File: config.mk
export PLATFORM = sky130hd
export DESIGN_NAME = serial_flash_read_path
export DESIGN_NICKNAME = d
export VERILOG_FILES = /design/src/rtl/serial_flash_read_path.v /design/src/rtl/two_entry_buffer.v
export VERILOG_INCLUDE_DIRS = /design/src /design/src/inc
export SDC_FILE = /design/constraint.sdc
export NUM_CORES = 1
export LEC_CHECK = 0
export BUFFER_PORTS_ARGS = -buffer_cell sky130_fd_sc_hd__buf_2
export CAP_MARGIN = 20
export CORE_MARGIN = 1
export CORE_UTILIZATION = 30
export DETAILED_ROUTE_END_ITERATION = 16
export GPL_TIMING_DRIVEN = 1
export HOLD_SLACK_MARGIN = 0.15
export RECOVER_POWER = 50
export SLEW_MARGIN = 20
export SYNTH_ARGS = -nofsm -noshare
export SYNTH_HDL_FRONTEND = slang
export SYNTH_SLANG_ARGS = --single-unit
File: constraint.sdc
create_clock -name clock -period 5.91 [get_ports clock]
set_clock_uncertainty 0.2 [all_clocks]
set_input_delay 1.182 -clock clock [delete_from_list [all_inputs] [get_ports clock]]
set_output_delay 1.182 -clock clock [all_outputs]
set_load 0.01 [all_outputs]
File: src/inc/flash_read_regs.vh
// Constants for the serial flash read path: opcodes, lane codes, counts.
`ifndef FLASH_READ_REGS_VH
`define FLASH_READ_REGS_VH

// ****************************************************************
// Protocol and lane codes (a lane code is log2 of the lines used)
// ****************************************************************
`define LANE_1          2'h0
`define LANE_2          2'h1
`define LANE_4          2'h2
`define PROTO_EXTENDED  2'h0
`define PROTO_DUAL      2'h1
`define PROTO_QUAD      2'h2

// ****************************************************************
// Single transfer rate read opcodes, 3-byte or mode-selected address
// ****************************************************************
`define OP_READ         8'h03
`define OP_FAST         8'h0B
`define OP_DUAL_OUT     8'h3B
`define OP_DUAL_IO      8'hBB
`define OP_DUAL_IO_X    8'hBB
`define OP_QUAD_OUT     8'h6B
`define OP_QUAD_IO      8'hEB
`define OP_WORD_READ    8'hE7

// ****************************************************************
// Double transfer rate read opcodes
// ****************************************************************
`define OP_DTR_FAST     8'h0D
`define OP_DTR_DUAL_OUT 8'h3D
`define OP_DTR_DUAL_IO  8'hBD
`define OP_DTR_QUAD_OUT 8'h6D
`define OP_DTR_QUAD_IO  8'hED

// ****************************************************************
// Dedicated 4-byte address opcodes
// ****************************************************************
`define OP4_READ        8'h13
`define OP4_FAST        8'h0C
`define OP4_DUAL_OUT    8'h3C
`define OP4_DUAL_IO     8'hBC
`define OP4_QUAD_OUT    8'h6C
`define OP4_QUAD_IO     8'hEC
`define OP4_DTR_FAST    8'h0E
`define OP4_DTR_DUAL_IO 8'hBE
`define OP4_DTR_QUAD_IO 8'hEE

// ****************************************************************
// Counts
// ****************************************************************
`define OPCODE_BITS     6'd8
`define ADDR_BITS_3B    6'd24
`define ADDR_BITS_4B    6'd32
`define WORD_DUMMY      4'h4
`define NO_DUMMY        4'h0
`define ADDR_MASK_3B    32'h00FFFFFF
`define RESET_ADDR      32'h00000000

`endif

File: src/rtl/serial_flash_read_path.v
// Read command path of a serial NOR flash, sampling the host serial clock.
//
// Contract
// - Host may end a read anytime by raising select; device stops at once.
// - Default address width is three bytes, bits 23 down to 0.
// - Decode single-rate reads 03h, 0Bh, 3Bh, BBh, 6Bh, EBh.
// - Decode double-rate reads 0Dh, 3Dh, BDh, 6Dh, EDh.
// - Data starts at the byte the host addressed.
// - At the top of the address range the read wraps to zero.
// - Address bits are captured on rising serial clock edges, and on both edges in double rate.
// - Address advances by one after each byte fetched from memory.
// - Double-rate opcodes always double rate; others only when enabled.
// - Word read E7h needs even address; device inserts exactly four dummies.
// - E7h accepted in extended and quad, ignored in dual and double rate.
// - Four-byte opcodes 13h, 0Ch, 3Ch, BCh, 6Ch, ECh take 32 address bits.
// - Decode four-byte double-rate reads 0Eh, BEh, EEh.
// - Address width from nonvolatile setting or enter/exit four-byte commands.
// - Four-byte opcodes always 32 bits; others follow configured mode.
// - Fast read dummy clock count follows the configured value.
`timescale 1ns/100ps
`include "flash_read_regs.vh"
module serial_flash_read_path (
  input  wire        clock,
  input  wire        rst,
  input  wire        cs_n,
  input  wire        sclk,
  input  wire [3:0]  serial_io_lines_in,
  output wire [3:0]  serial_io_lines_out,
  output wire [3:0]  serial_io_lines_oe,
  input  wire [1:0]  proto_sel,
  input  wire        dtr_cfg_en,
  input  wire        addr4_nv_cfg,
  input  wire        enter_addr4,
  input  wire        exit_addr4,
  input  wire [3:0]  dummy_cfg,
  output wire        mem_req_valid,
  input  wire        mem_req_ready,
  output wire [31:0] mem_req_addr,
  input  wire        mem_rdata_valid,
  output wire        mem_rdata_ready,
  input  wire [7:0]  mem_rdata,
  output wire        cmd_busy
);

  // ****************************************************************
  // States
  // ****************************************************************
  localparam ST_IDLE   = 3'h0;
  localparam ST_OPCODE = 3'h1;
  localparam ST_ADDR   = 3'h2;
  localparam ST_DUMMY  = 3'h3;
  localparam ST_DATA   = 3'h4;
  localparam ST_IGNORE = 3'h5;

  // ****************************************************************
  // Lane helpers
  // ****************************************************************
  function [5:0] lane_bits;
    input [1:0] c;
    begin
      case (c)
        `LANE_1: lane_bits = 6'd1;
        `LANE_2: lane_bits = 6'd2;
        default: lane_bits = 6'd4;
      endcase
    end
  endfunction

  // Higher line numbers carry the more significant bits of each group.
  function [31:0] shift_in;
    input [31:0] s;
    input [3:0]  d;
    input [1:0]  c;
    begin
      case (c)
        `LANE_1: shift_in = {s[30:0], d[0]};
        `LANE_2: shift_in = {s[29:0], d[1:0]};
        default: shift_in = {s[27:0], d};
      endcase
    end
  endfunction

  // Single-line data leaves on line 1, since line 0 is the host's input.
  function [3:0] place_unit;
    input [7:0] s;
    input [1:0] c;
    begin
      case (c)
        `LANE_1: place_unit = {2'b00, s[7], 1'b0};
        `LANE_2: place_unit = {2'b00, s[7:6]};
        default: place_unit = s[7:4];
      endcase
    end
  endfunction

  function [3:0] lane_mask;
    input [1:0] c;
    begin
      case (c)
        `LANE_1: lane_mask = 4'h2;
        `LANE_2: lane_mask = 4'h3;
        default: lane_mask = 4'hF;
      endcase
    end
  endfunction

  // ****************************************************************
  // Registers
  // ****************************************************************
  reg  [2:0]  state_r;
  reg         sclk_r;
  reg  [31:0] cap_r;
  reg  [5:0]  cnt_r;
  reg  [1:0]  addr_lane_r;
  reg  [1:0]  data_lane_r;
  reg         dtr_r;
  reg  [5:0]  addr_bits_r;
  reg  [3:0]  dummy_r;
  reg  [31:0] addr_r;
  reg         fetch_r;
  reg         pend_r;
  reg  [7:0]  sh_r;
  reg  [3:0]  left_r;
  reg         go_r;
  reg  [3:0]  out_r;
  reg  [3:0]  oe_r;
  reg         addr4_r;
  reg         init_r;

  // ****************************************************************
  // Edge detection and datapath wires
  // ****************************************************************
  wire        rise;
  wire        fall;
  wire        cap_edge;
  wire        drive_edge;
  wire        drive_now;
  wire [31:0] op_shift;
  wire [31:0] addr_shift;
  wire [5:0]  op_cnt_nxt;
  wire [5:0]  addr_cnt_nxt;
  wire [31:0] addr_inc;
  wire        buf_in_ready;
  wire        buf_out_valid;
  wire        buf_out_ready;
  wire [7:0]  buf_out_data;
  wire [5:0]  data_w;

  // The serial clock is sampled; the host keeps each phase of it at least
  // two system clocks long so that no edge is missed.
  assign rise         = sclk & ~sclk_r;
  assign fall         = ~sclk & sclk_r;
  // The fall that closes the last opcode clock carries no address unit;
  // double-rate address capture starts on the following rise.
  assign cap_edge     = rise | (dtr_r & fall & (cnt_r != 6'h00));
  assign drive_edge   = fall | (dtr_r & rise);
  assign drive_now    = (state_r == ST_DATA) & (go_r ? drive_edge : fall);
  assign op_shift     = shift_in(cap_r, serial_io_lines_in, proto_sel);
  assign addr_shift   = shift_in(cap_r, serial_io_lines_in, addr_lane_r);
  assign op_cnt_nxt   = cnt_r + lane_bits(proto_sel);
  assign addr_cnt_nxt = cnt_r + lane_bits(addr_lane_r);
  assign data_w       = lane_bits(data_lane_r);
  assign addr_inc     = (addr_bits_r == `ADDR_BITS_4B) ? addr_r + 32'h1 :
                        ((addr_r + 32'h1) & `ADDR_MASK_3B);
  assign buf_out_ready = drive_now & (left_r == 4'h0);

  // ****************************************************************
  // Opcode decode
  // ****************************************************************
  reg        d_ok;
  reg        d_dtr_op;
  reg        d_four;
  reg [1:0]  d_al;
  reg [1:0]  d_dl;
  reg [3:0]  d_dummy;

  always @* begin
    d_ok     = 1'b1;
    d_dtr_op = 1'b0;
    d_four   = 1'b0;
    d_al     = `LANE_1;
    d_dl     = `LANE_1;
    d_dummy  = dummy_cfg;
    case (op_shift[7:0])
      `OP_READ: d_dummy = `NO_DUMMY;
      `OP_FAST: d_dl = `LANE_1;
      `OP_DUAL_OUT: d_dl = `LANE_2;
      `OP_DUAL_IO_X: begin
        d_al = `LANE_2;
        d_dl = `LANE_2;
      end
      `OP_QUAD_OUT: d_dl = `LANE_4;
      `OP_QUAD_IO: begin
        d_al = `LANE_4;
        d_dl = `LANE_4;
      end
      `OP_WORD_READ: begin
        d_al    = `LANE_4;
        d_dl    = `LANE_4;
        d_dummy = `WORD_DUMMY;
        d_ok    = (proto_sel != `PROTO_DUAL) & ~dtr_cfg_en;
      end
      `OP_DTR_FAST: d_dtr_op = 1'b1;
      `OP_DTR_DUAL_OUT: begin
        d_dtr_op = 1'b1;
        d_dl     = `LANE_2;
      end
      `OP_DTR_DUAL_IO: begin
        d_dtr_op = 1'b1;
        d_al     = `LANE_2;
        d_dl     = `LANE_2;
      end
      `OP_DTR_QUAD_OUT: begin
        d_dtr_op = 1'b1;
        d_dl     = `LANE_4;
      end
      `OP_DTR_QUAD_IO: begin
        d_dtr_op = 1'b1;
        d_al     = `LANE_4;
        d_dl     = `LANE_4;
      end
      `OP4_READ: begin
        d_four  = 1'b1;
        d_dummy = `NO_DUMMY;
      end
      `OP4_FAST: d_four = 1'b1;
      `OP4_DUAL_OUT: begin
        d_four = 1'b1;
        d_dl   = `LANE_2;
      end
      `OP4_DUAL_IO: begin
        d_four = 1'b1;
        d_al   = `LANE_2;
        d_dl   = `LANE_2;
      end
      `OP4_QUAD_OUT: begin
        d_four = 1'b1;
        d_dl   = `LANE_4;
      end
      `OP4_QUAD_IO: begin
        d_four = 1'b1;
        d_al   = `LANE_4;
        d_dl   = `LANE_4;
      end
      `OP4_DTR_FAST: begin
        d_four   = 1'b1;
        d_dtr_op = 1'b1;
      end
      `OP4_DTR_DUAL_IO: begin
        d_four   = 1'b1;
        d_dtr_op = 1'b1;
        d_al     = `LANE_2;
        d_dl     = `LANE_2;
      end
      `OP4_DTR_QUAD_IO: begin
        d_four   = 1'b1;
        d_dtr_op = 1'b1;
        d_al     = `LANE_4;
        d_dl     = `LANE_4;
      end
      default: d_ok = 1'b0;
    endcase
    // Dual and quad protocols put every phase on all of their lines.
    if (proto_sel == `PROTO_DUAL) begin
      d_al = `LANE_2;
      d_dl = `LANE_2;
    end else if (proto_sel == `PROTO_QUAD) begin
      d_al = `LANE_4;
      d_dl = `LANE_4;
    end
  end

  // ****************************************************************
  // Memory fetch: one request outstanding, drained into the buffer
  // ****************************************************************
  assign mem_req_valid   = fetch_r & ~pend_r;
  assign mem_req_addr    = addr_r;
  // A byte that comes back after an abort is taken and dropped.
  assign mem_rdata_ready = fetch_r ? buf_in_ready : 1'b1;

  two_entry_buffer u_buf (
    .clock     (clock),
    .rst       (rst),
    .flush     (cs_n),
    .in_valid  (mem_rdata_valid & fetch_r & pend_r),
    .in_ready  (buf_in_ready),
    .in_data   (mem_rdata),
    .out_valid (buf_out_valid),
    .out_ready (buf_out_ready),
    .out_data  (buf_out_data)
  );

  // ****************************************************************
  // Command sequencer
  // ****************************************************************
  always @(posedge clock or posedge rst) begin
    if (rst) begin
      state_r     <= ST_IDLE;
      sclk_r      <= 1'b0;
      cap_r       <= 32'h00000000;
      cnt_r       <= 6'h00;
      addr_lane_r <= `LANE_1;
      data_lane_r <= `LANE_1;
      dtr_r       <= 1'b0;
      addr_bits_r <= `ADDR_BITS_3B;
      dummy_r     <= `NO_DUMMY;
      addr_r      <= `RESET_ADDR;
      fetch_r     <= 1'b0;
      pend_r      <= 1'b0;
      sh_r        <= 8'h00;
      left_r      <= 4'h0;
      go_r        <= 1'b0;
      out_r       <= 4'h0;
      oe_r        <= 4'h0;
      addr4_r     <= 1'b0;
      init_r      <= 1'b0;
    end else begin
      sclk_r <= sclk;
      // The nonvolatile width is caught on the first edge after reset.
      if (!init_r) begin
        init_r  <= 1'b1;
        addr4_r <= addr4_nv_cfg;
      end else if (enter_addr4) begin
        addr4_r <= 1'b1;
      end else if (exit_addr4) begin
        addr4_r <= 1'b0;
      end
      if (mem_req_valid & mem_req_ready) begin
        pend_r <= 1'b1;
        addr_r <= addr_inc;
      end else if (mem_rdata_valid & mem_rdata_ready) begin
        pend_r <= 1'b0;
      end
      if (cs_n) begin
        state_r <= ST_IDLE;
        fetch_r <= 1'b0;
        go_r    <= 1'b0;
        left_r  <= 4'h0;
        oe_r    <= 4'h0;
        dtr_r   <= 1'b0;
      end else begin
        case (state_r)
          ST_IDLE: begin
            state_r <= ST_OPCODE;
            cnt_r   <= 6'h00;
            cap_r   <= 32'h00000000;
          end
          ST_OPCODE: begin
            if (rise) begin
              cap_r <= op_shift;
              cnt_r <= op_cnt_nxt;
              if (op_cnt_nxt == `OPCODE_BITS) begin
                cnt_r       <= 6'h00;
                addr_lane_r <= d_al;
                data_lane_r <= d_dl;
                dtr_r       <= d_dtr_op | dtr_cfg_en;
                dummy_r     <= d_dummy;
                addr_bits_r <= (d_four | addr4_r) ? `ADDR_BITS_4B :
                               `ADDR_BITS_3B;
                state_r     <= d_ok ? ST_ADDR : ST_IGNORE;
              end
            end
          end
          ST_ADDR: begin
            if (cap_edge) begin
              cap_r <= addr_shift;
              cnt_r <= addr_cnt_nxt;
              if (addr_cnt_nxt == addr_bits_r) begin
                cnt_r   <= 6'h00;
                addr_r  <= (addr_bits_r == `ADDR_BITS_4B) ? addr_shift :
                           (addr_shift & `ADDR_MASK_3B);
                fetch_r <= 1'b1;
                state_r <= (dummy_r == `NO_DUMMY) ? ST_DATA :
                           ST_DUMMY;
              end
            end
          end
          ST_DUMMY: begin
            if (rise) begin
              cnt_r <= cnt_r + 6'h01;
              if ((cnt_r + 6'h01) == {2'b00, dummy_r}) begin
                state_r <= ST_DATA;
              end
            end
          end
          ST_DATA: begin
            if (drive_now) begin
              if (left_r != 4'h0) begin
                out_r  <= place_unit(sh_r, data_lane_r);
                sh_r   <= sh_r << data_w;
                left_r <= left_r - data_w[3:0];
                go_r   <= 1'b1;
              end else if (buf_out_valid) begin
                // Without a byte in hand the lines hold their value.
                out_r  <= place_unit(buf_out_data, data_lane_r);
                sh_r   <= buf_out_data << data_w;
                left_r <= 4'h8 - data_w[3:0];
                oe_r   <= lane_mask(data_lane_r);
                go_r   <= 1'b1;
              end
            end
          end
          ST_IGNORE: state_r <= ST_IGNORE;
          default: state_r <= ST_IDLE;
        endcase
      end
    end
  end

  assign serial_io_lines_out = out_r;
  assign serial_io_lines_oe  = oe_r;
  assign cmd_busy            = (state_r != ST_IDLE);

endmodule // serial_flash_read_path

File: src/rtl/two_entry_buffer.v
// Two-entry valid/ready buffer between memory fetch and the serializer.
`timescale 1ns/100ps
module two_entry_buffer (
  input  wire       clock,
  input  wire       rst,
  input  wire       flush,
  input  wire       in_valid,
  output wire       in_ready,
  input  wire [7:0] in_data,
  output wire       out_valid,
  input  wire       out_ready,
  output wire [7:0] out_data
);

  reg  [7:0] slot_r [0:1];
  reg        wr_ptr_r;
  reg        rd_ptr_r;
  reg  [1:0] count_r;
  wire       push;
  wire       pop;

  assign in_ready  = (count_r != 2'h2);
  assign out_valid = (count_r != 2'h0);
  assign out_data  = slot_r[rd_ptr_r];
  assign push      = in_valid & in_ready;
  assign pop       = out_valid & out_ready;

  // Flush wins over a push in the same cycle, so nothing of an aborted
  // read can leak into the next one.
  always @(posedge clock or posedge rst) begin
    if (rst) begin
      wr_ptr_r   <= 1'b0;
      rd_ptr_r   <= 1'b0;
      count_r    <= 2'h0;
      slot_r[0]  <= 8'h00;
      slot_r[1]  <= 8'h00;
    end else if (flush) begin
      wr_ptr_r <= 1'b0;
      rd_ptr_r <= 1'b0;
      count_r  <= 2'h0;
    end else begin
      if (push) begin
        slot_r[wr_ptr_r] <= in_data;
        wr_ptr_r         <= ~wr_ptr_r;
      end
      if (pop) begin
        rd_ptr_r <= ~rd_ptr_r;
      end
      if (push & ~pop) begin
        count_r <= count_r + 2'h1;
      end else if (pop & ~push) begin
        count_r <= count_r - 2'h1;
      end
    end
  end

endmodule // two_entry_buffer

==> flow_summary.yaml, run 1 <==
worst_setup_path:
  cp_top_family: "compound AO/OA/AOI/OAI gates"
  critPathKind: "reg -> reg"
  path_max_fanout: 64
  max_stage_delay_ps: 760
  cp-end-kind: "flop"
  cp.arrival_ps: 4470
  start_kind: "flop"
  crit_buf_inv: 2
  slowest_stage: "dfrtp_2"
  cp.required_ps: 5980
  crit_path_cell_trace: "nor2_1 -> ha_1 -> inv_1 -> fa_1 -> and2b_1 -> o21ai_2 -> a2111oi_4 -> o211ai_2 -> nor4_4 -> buf_4 -> o21bai_1 -> o22ai_1"
floorplan:
  ios: 71
  fp.dieW_um: 172.6
  die_area_um2: 29810
  start_util_pct: 30.44
  dieHeight_um: 172.6
  core_area_um2: 28700
  num_rows: 62
finish:
  nFillCells: 3010
  seq_area_um2: 3206
  area_delta_synth_final_pct: 13.79
  final_area_um2: 9941
  utilization_pct: 34.63
  instances_no_fill: 1466
  drive_gt1_share_pct: 13.31
  n_antenna_cell: 0
  fin_nets: 1112
  multi_input_area_um2: 5145
synth:
  synth_fa_ha_area_share_pct: 2.635
  synth_area_leader_cell: "dfrtp_1"
  synth_top_family_by_area: "simple AND/OR/NAND/NOR gates"
  synth_mux_area_share_pct: 11.87
  syn_inst: 1038
  syn_nets: 1081
  synth_area_um2: 8736
  synth_xor_area_share_pct: 5.013
  synthFlopType: "dfrtp_1"
  synth-async-reset-ratio_pct: 100.0
  ys_seq_area_share_pct: 36.68
  synth_commonest_cells: "nor2_1, a21oi_1, dfrtp_1"
  synth-compound-area-share_pct: 19.28
  synth.most_common_cell: "nor2_1"
  synth_cell_types: 75
  ys_ff_latch: 128
  synth_warnings: 0
  yosysTopAreaCellShare_pct: 36.38
  synth_area_leaders: "dfrtp_1, mux2i_1, a21oi_1"
  synth_edf_count: 0
  avgSynthCellArea_um2: 8.416
  yosys.area_share.simple_pct: 19.89
clock_network:
  cts_root_buf: "clkbuf_16"
  cts_buffers: 17
  cts_hold_buf: 0
  htreeDepth: 4
  clock_sinks: 128
  clock_path_buffers: 2
  clk_pin_slew_ps: 60
  cts_resized: 0
  post-cts-setup-buffer-count: 0
  clock_latency_ps: 420
  tritoncts: "built"
global_route:
  gr-total-overflow: 0
  grt_max_degree: 68
  grt_pass1_wl_um: 38340
  first_global_vias: 7109
  antenna_found_initial: 0
  grtUsageTotal_pct: 15.82
placed_design:
  hpwl_um: 15820
  portBuffers: 70
  dp_cells: 1434
  place_area_um2: 9356
  gp_congestion: 0.9392
  post-place-ws_ps: 1511
timing:
  tightest_slew_ps: 2194
  fin_crit_sh_pct: 74.44
  whs_ps: 246.1
  slew_headroom_pct: -46.29
  setup_ws_ps: 1510
  finalMaxSlewViolations: 81
  hold_viol: 0
  rsz0062_at_grt: "no"
  setup_viol: 0
  fin_crit_ps: 4400
  finalSetupTns_ps: 0
  fmax_mhz: 227.3
power_and_ir_drop:
  power_mw: 3.609
  p_leak_nw: 4.177
  power.density_nw_per_um2: 363.1
  peakVddDrop_uv: 207.5
detailed_routing:
  drtAntennaViolNets: 0
  via_per_inst: 5.137
  vias: 7531
  route.detailed.drc: 0
  wire_per_inst_um: 15.71
  first_iter_violations: 562
  dr.pass1.iters: 5
  wirelength_um: 23020
min_path:
  min_path_type: "reg -> reg"
run_status:
  status: "finished, violations left"
  violations: "capacitance limit, slew limit"
flow_run:
  max-cap-violations: 2
[flip-flops by register name (all words and copies together), names as in the netlist, 3 cells and up]
signal               cells
sh_r                     8
cap_r                   31
serial_io_lines_out      4
cnt_r                    6
serial_io_lines_oe       3
u_buf.slot_r            16
dummy_r                  4
left_r                   4
mem_req_addr            32
state_r                  3
[logic make-up after synthesis]
family / Yosys count
AOI/OAI and AO/OA: 276
xor gates and xnor gates: 50
adders and majority gates: 17
buffers and inverters: 93
DFF: 128
muxes: 101
other: 1
and+or+nand+nor: 372
[where the power goes]
group / total (mW) / switching (mW) / internal, mW
Clock: 1.11 / 0.403 / 0.708
Sequential: 1.33 / 0.311 / 1.02
Combinational: 1.16 / 0.692 / 0.473
[layer usage]
| metal | vias up | part of all wire (%) | track usage [%] |
|---|---|---|---|
| met5 | - | 0 | 0 |
| met4 | 0 | 0.84 | 3.869 |
| li1 | 3722 | - | - |
| met2 | 175 | 49 | 26.24 |
| met1 | 3618 | 45 | 21.36 |
| met3 | 16 | 4.7 | 2.639 |
[worst reg2reg max path: cells and delay by family, from the launching register on]
family | cells | cell delay, ps
adders and majority gates | 2 | 620
DFF | 1 | 760
and+or+nand+nor | 3 | 900
buffers and inverters | 2 | 550
AOI/OAI and AO/OA | 5 | 1230
[cell usage in the layout (no fill, tap or decap), drive strengths merged, types with 5 or more instances in the layout]
cell type / n
o21a: 5
nor2: 168
a21oi: 141
o211ai: 6
xor2: 19
xnor2: 31
buf: 59
and3: 6
nor3: 15
o31ai: 7
dfrtp: 127
nand2: 93
and2: 7
clkbuf: 45
inv: 23
o22ai: 8
nor2b: 10
o21ai: 63
nand4: 8
ha: 12
nor4: 5
or3: 6
mux2: 21
nand3: 22
a21o: 5
mux2i: 80
a211oi: 16
nand2b: 8
[layout make-up]
cell class              count  share of cell area, %
clock buffers              23                  4.909
clock inverters             9                  1.296
inverters                  24                 0.9188
multi-input cells         817                  51.76
flip-flops and latches    128                  32.25
well taps                 384                  4.833
repair buffers             81                  4.040
[path summary, 6_finish.rpt]
kind	from	end	slack (ps)	depth (start not counted)
max in group asynchronous	rst	sh_r[5]	1770	3
hold / removal	init_r	addr4_r	250	1
setup reg to reg	addr_lane_r[1]	mem_req_addr[30]	1510	12
min in group asynchronous	rst	u_buf.slot_r[8]	1030	2
setup / recovery	addr_lane_r[1]	mem_req_addr[30]	1510	12
hold reg to reg	init_r	addr4_r	250	1
Note: power is estimated with default switching activity, not from simulation.
==> inputs of run 2 (changes only) <==
--- a/config.mk
+++ b/config.mk
@@ -6,6 +6,7 @@
 export SDC_FILE = /design/constraint.sdc
 export NUM_CORES = 1
 export LEC_CHECK = 0
+export ABC_AREA = 1
 export BUFFER_PORTS_ARGS = -buffer_cell sky130_fd_sc_hd__buf_2
 export CAP_MARGIN = 20
 export CORE_MARGIN = 1
==> constraint.sdc (replaced) <==
create_clock -name clock -period 4.3 [get_ports clock]
set_clock_uncertainty 0.2 [all_clocks]
set_input_delay 0.86 -clock clock [delete_from_list [all_inputs] [get_ports clock]]
set_output_delay 0.86 -clock clock [all_outputs]
set_load 0.01 [all_outputs]
==> flow_summary.yaml, run 2 <==
run_status:
  status: "finished, violations left"
  violations: "capacitance limit, slew limit"
power_and_ir_drop:
  power.density_nw_per_um2: 488.8
  switching_share_pct: 42.12
  p_int_mw: 2.810
  peakVddDrop_uv: 271.7
  comb_power_share_pct: 35.0
  seq_power_share_pct: 34.0
  p_sw_mw: 2.045
  p_clk_share_pct: 31.1
  p_leak_nw: 4.608
clock_network:
  clk_pin_slew_ps: 70
  tritoncts: "built"
  cts_hold_buf: 0
  cts_buffers: 17
  cts_resized: 0
  htreeDepth: 4
  clock_path_buffers: 2
  post-cts-setup-buffer-count: 0
  cts_root_buf: "clkbuf_16"
  clock_sinks: 128
  clock_latency_ps: 430
global_route:
  antenna_found_initial: 2
  grt_pass1_wl_um: 40340
  first_global_vias: 7529
  grtUsageTotal_pct: 17.34
  gr-total-overflow: 0
  grt_max_degree: 60
detailed_routing:
  first_iter_violations: 749
  via_per_inst: 5.031
  wirelength_um: 24960
  vias: 8156
  drtAntennaViolNets: 0
  route.detailed.drc: 0
  dr.pass1.iters: 7
  wire_per_inst_um: 15.40
floorplan:
  num_rows: 61
  dieHeight_um: 172.2
  start_util_pct: 30.87
  die_area_um2: 29670
  fp.dieW_um: 172.2
  ios: 71
  core_area_um2: 28160
worst_setup_path:
  slowest_stage: "dfrtp_1"
  crit_top_cell: "nand2_1"
  crit_path_cell_trace: "nor2_2 -> ha_1 -> inv_1 -> fa_1 -> o21ai_2 -> nand3_1 -> nand2_1 -> nand2_1 -> nand2_1 -> nand3b_1 -> nor2_4 -> nand2_4 -> nand2_2 -> inv_2 -> nand3_1 -> nand2_1"
  critPathKind: "reg -> reg"
  start_kind: "flop"
  path_max_fanout: 50
  cp.arrival_ps: 3520
  max_stage_delay_ps: 660
  cp.required_ps: 4420
  cp-end-kind: "flop"
synth:
  avgSynthCellArea_um2: 7.387
  synth_edf_count: 0
  synth.most_common_cell: "nand2_1"
  ys_ff_latch: 128
  ys_seq_area_share_pct: 36.85
  synth-async-reset-ratio_pct: 100.0
  syn_nets: 1220
  synth_area_um2: 8695
  syn_inst: 1177
  synthFlopType: "dfrtp_1"
  synth_warnings: 0
  synth_commonest_cells: "nand2_1, dfrtp_1, o21ai_0"
  synth_area_leaders: "dfrtp_1, nand2_1, o21ai_0"
  synth_area_leader_cell: "dfrtp_1"
  yosysTopAreaCellShare_pct: 36.55
  synth_cell_types: 52
finish:
  fin_nets: 1271
  final_common_cell: "nand2_1"
  layout_common_cells: "nand2_1, dfrtp_1, o21ai_0"
  instances_no_fill: 1621
  largest_reg_flops: 32
  nFillCells: 2982
  area_delta_synth_final_pct: 14.22
  drive_gt1_share_pct: 15.15
placed_design:
  hpwl_um: 17740
  dp_cells: 1587
  gp_congestion: 0.8846
  portBuffers: 70
timing:
  rsz0062_at_grt: "no"
  fin_crit_ps: 3402
  slew_headroom_pct: -19.86
  setup_viol: 0
  fmax_mhz: 294.0
  tightest_slew_ps: 1788
  fin_crit_sh_pct: 79.11
  hold_viol: 0
  finalMaxSlewViolations: 38
  finalSetupTns_ps: 0
flow_run:
  max-cap-violations: 1
min_path:
  min_path_type: "reg -> reg"
## run 2: changes by cell type in the layout (fill, tap and decap cells not counted), sizes merged, moves of 14 or more
| cell | delta |
|---|---|
| mux2 | -20 |
| o21ai | +95 |
| inv | +122 |
| mux2i | -80 |
| nand2 | +210 |
| a211oi | -16 |
| xnor2 | -20 |
| a21oi | -103 |
| o22ai | +57 |
| a22oi | +14 |
| nor2 | -61 |
| nand3 | +47 |
## run 2: stage by stage
stage / total power, mW / hold WS [ps] / cell area [µm²] / utilization [%] / setup WS, ps
after floorplan: 2.888 / 237.4 / 8698 / - / 1226
after detailed placement: 3.339 / 256.0 / 9364 / 33.25 / 758.9
after global placement: 3.326 / 255.7 / 9364 / 33.25 / 788.2
after CTS: 4.875 / 273.2 / 9967 / 35.39 / 914.8
final: 4.854 / 276.3 / 9931 / 35.26 / 898.3
after global routing: 5.187 / 310.3 / 9931 / 35.26 / 526.1
## run 2: final timing paths
| kind | from | slack, ps | end | cells past startpoint |
|---|---|---|---|---|
| min in group asynchronous | rst | 680 | cap_r[2] | 2 |
| max | addr_lane_r[1] | 900 | mem_req_addr[30] | 16 |
| max in group asynchronous | rst | 1110 | serial_io_lines_out[1] | 3 |
| min reg2reg | serial_io_lines_out[1] | 280 | serial_io_lines_out[1] | 2 |
| max reg2reg | addr_lane_r[1] | 900 | mem_req_addr[30] | 16 |
| min | serial_io_lines_out[1] | 280 | serial_io_lines_out[1] | 2 |
## run 2: routing by layer
metal  global-route usage, %  up-vias  part of all wire [%]
li1                        -     4038                     -
met1                   24.52     3810                    48
met2                   26.47      280                    45
met3                   2.907       28                   5.8
met4                   6.156        0                   1.6
met5                       0        -                     0
## run 2: logic make-up (layout without fill, tap and decap cells)
kind of cell / count (synthesis) / count (layout) / share of synthesized area (%)
multiplexers: 1 / 1 / 0.1295
XOR/XNOR: 41 / 41 / 4.288
buffers and inverters: 182 / 246 / 8.764
flip-flops: 128 / 128 / 36.85
AND/OR/NAND/NOR: 509 / 509 / 27.85
other: 1 / 3 / 0.04313
AO/OA/AOI/OAI: 300 / 300 / 19.66
adder cells (fa/ha/maj): 15 / 15 / 2.418
## run 2: critical path: cells and delay by family, from the launching register on
| kind | cells | cell delay, ps |
|---|---|---|
| and+or+nand+nor | 11 | 1520 |
| DFF | 1 | 660 |
| adders and majority gates | 2 | 600 |
| AOI/OAI and AO/OA | 1 | 170 |
| buffers and inverters | 2 | 130 |
## run 2: final cells by class
class	instances	area, µm²	share of cell area (%)
repair buffers	78	396.6	3.994
multi-input cells	867	4735	47.68
inverters	136	514.2	5.178
clock inverters	15	177.7	1.789
flip-flops and latches	128	3204	32.27
well taps	378	473.0	4.763
diodes	2	5.005	0.05040
clock buffers	17	425.4	4.284
## run 2: power groups by stage
stage,registers (mW),logic (mW),clock network (mW)
3_5_place_dp,1.66,1.68,0
2_1_floorplan,1.57,1.32,0
3_3_place_gp,1.66,1.67,0
5_1_grt,1.68,1.92,1.59
6_report,1.65,1.70,1.51
4_1_cts,1.64,1.69,1.54
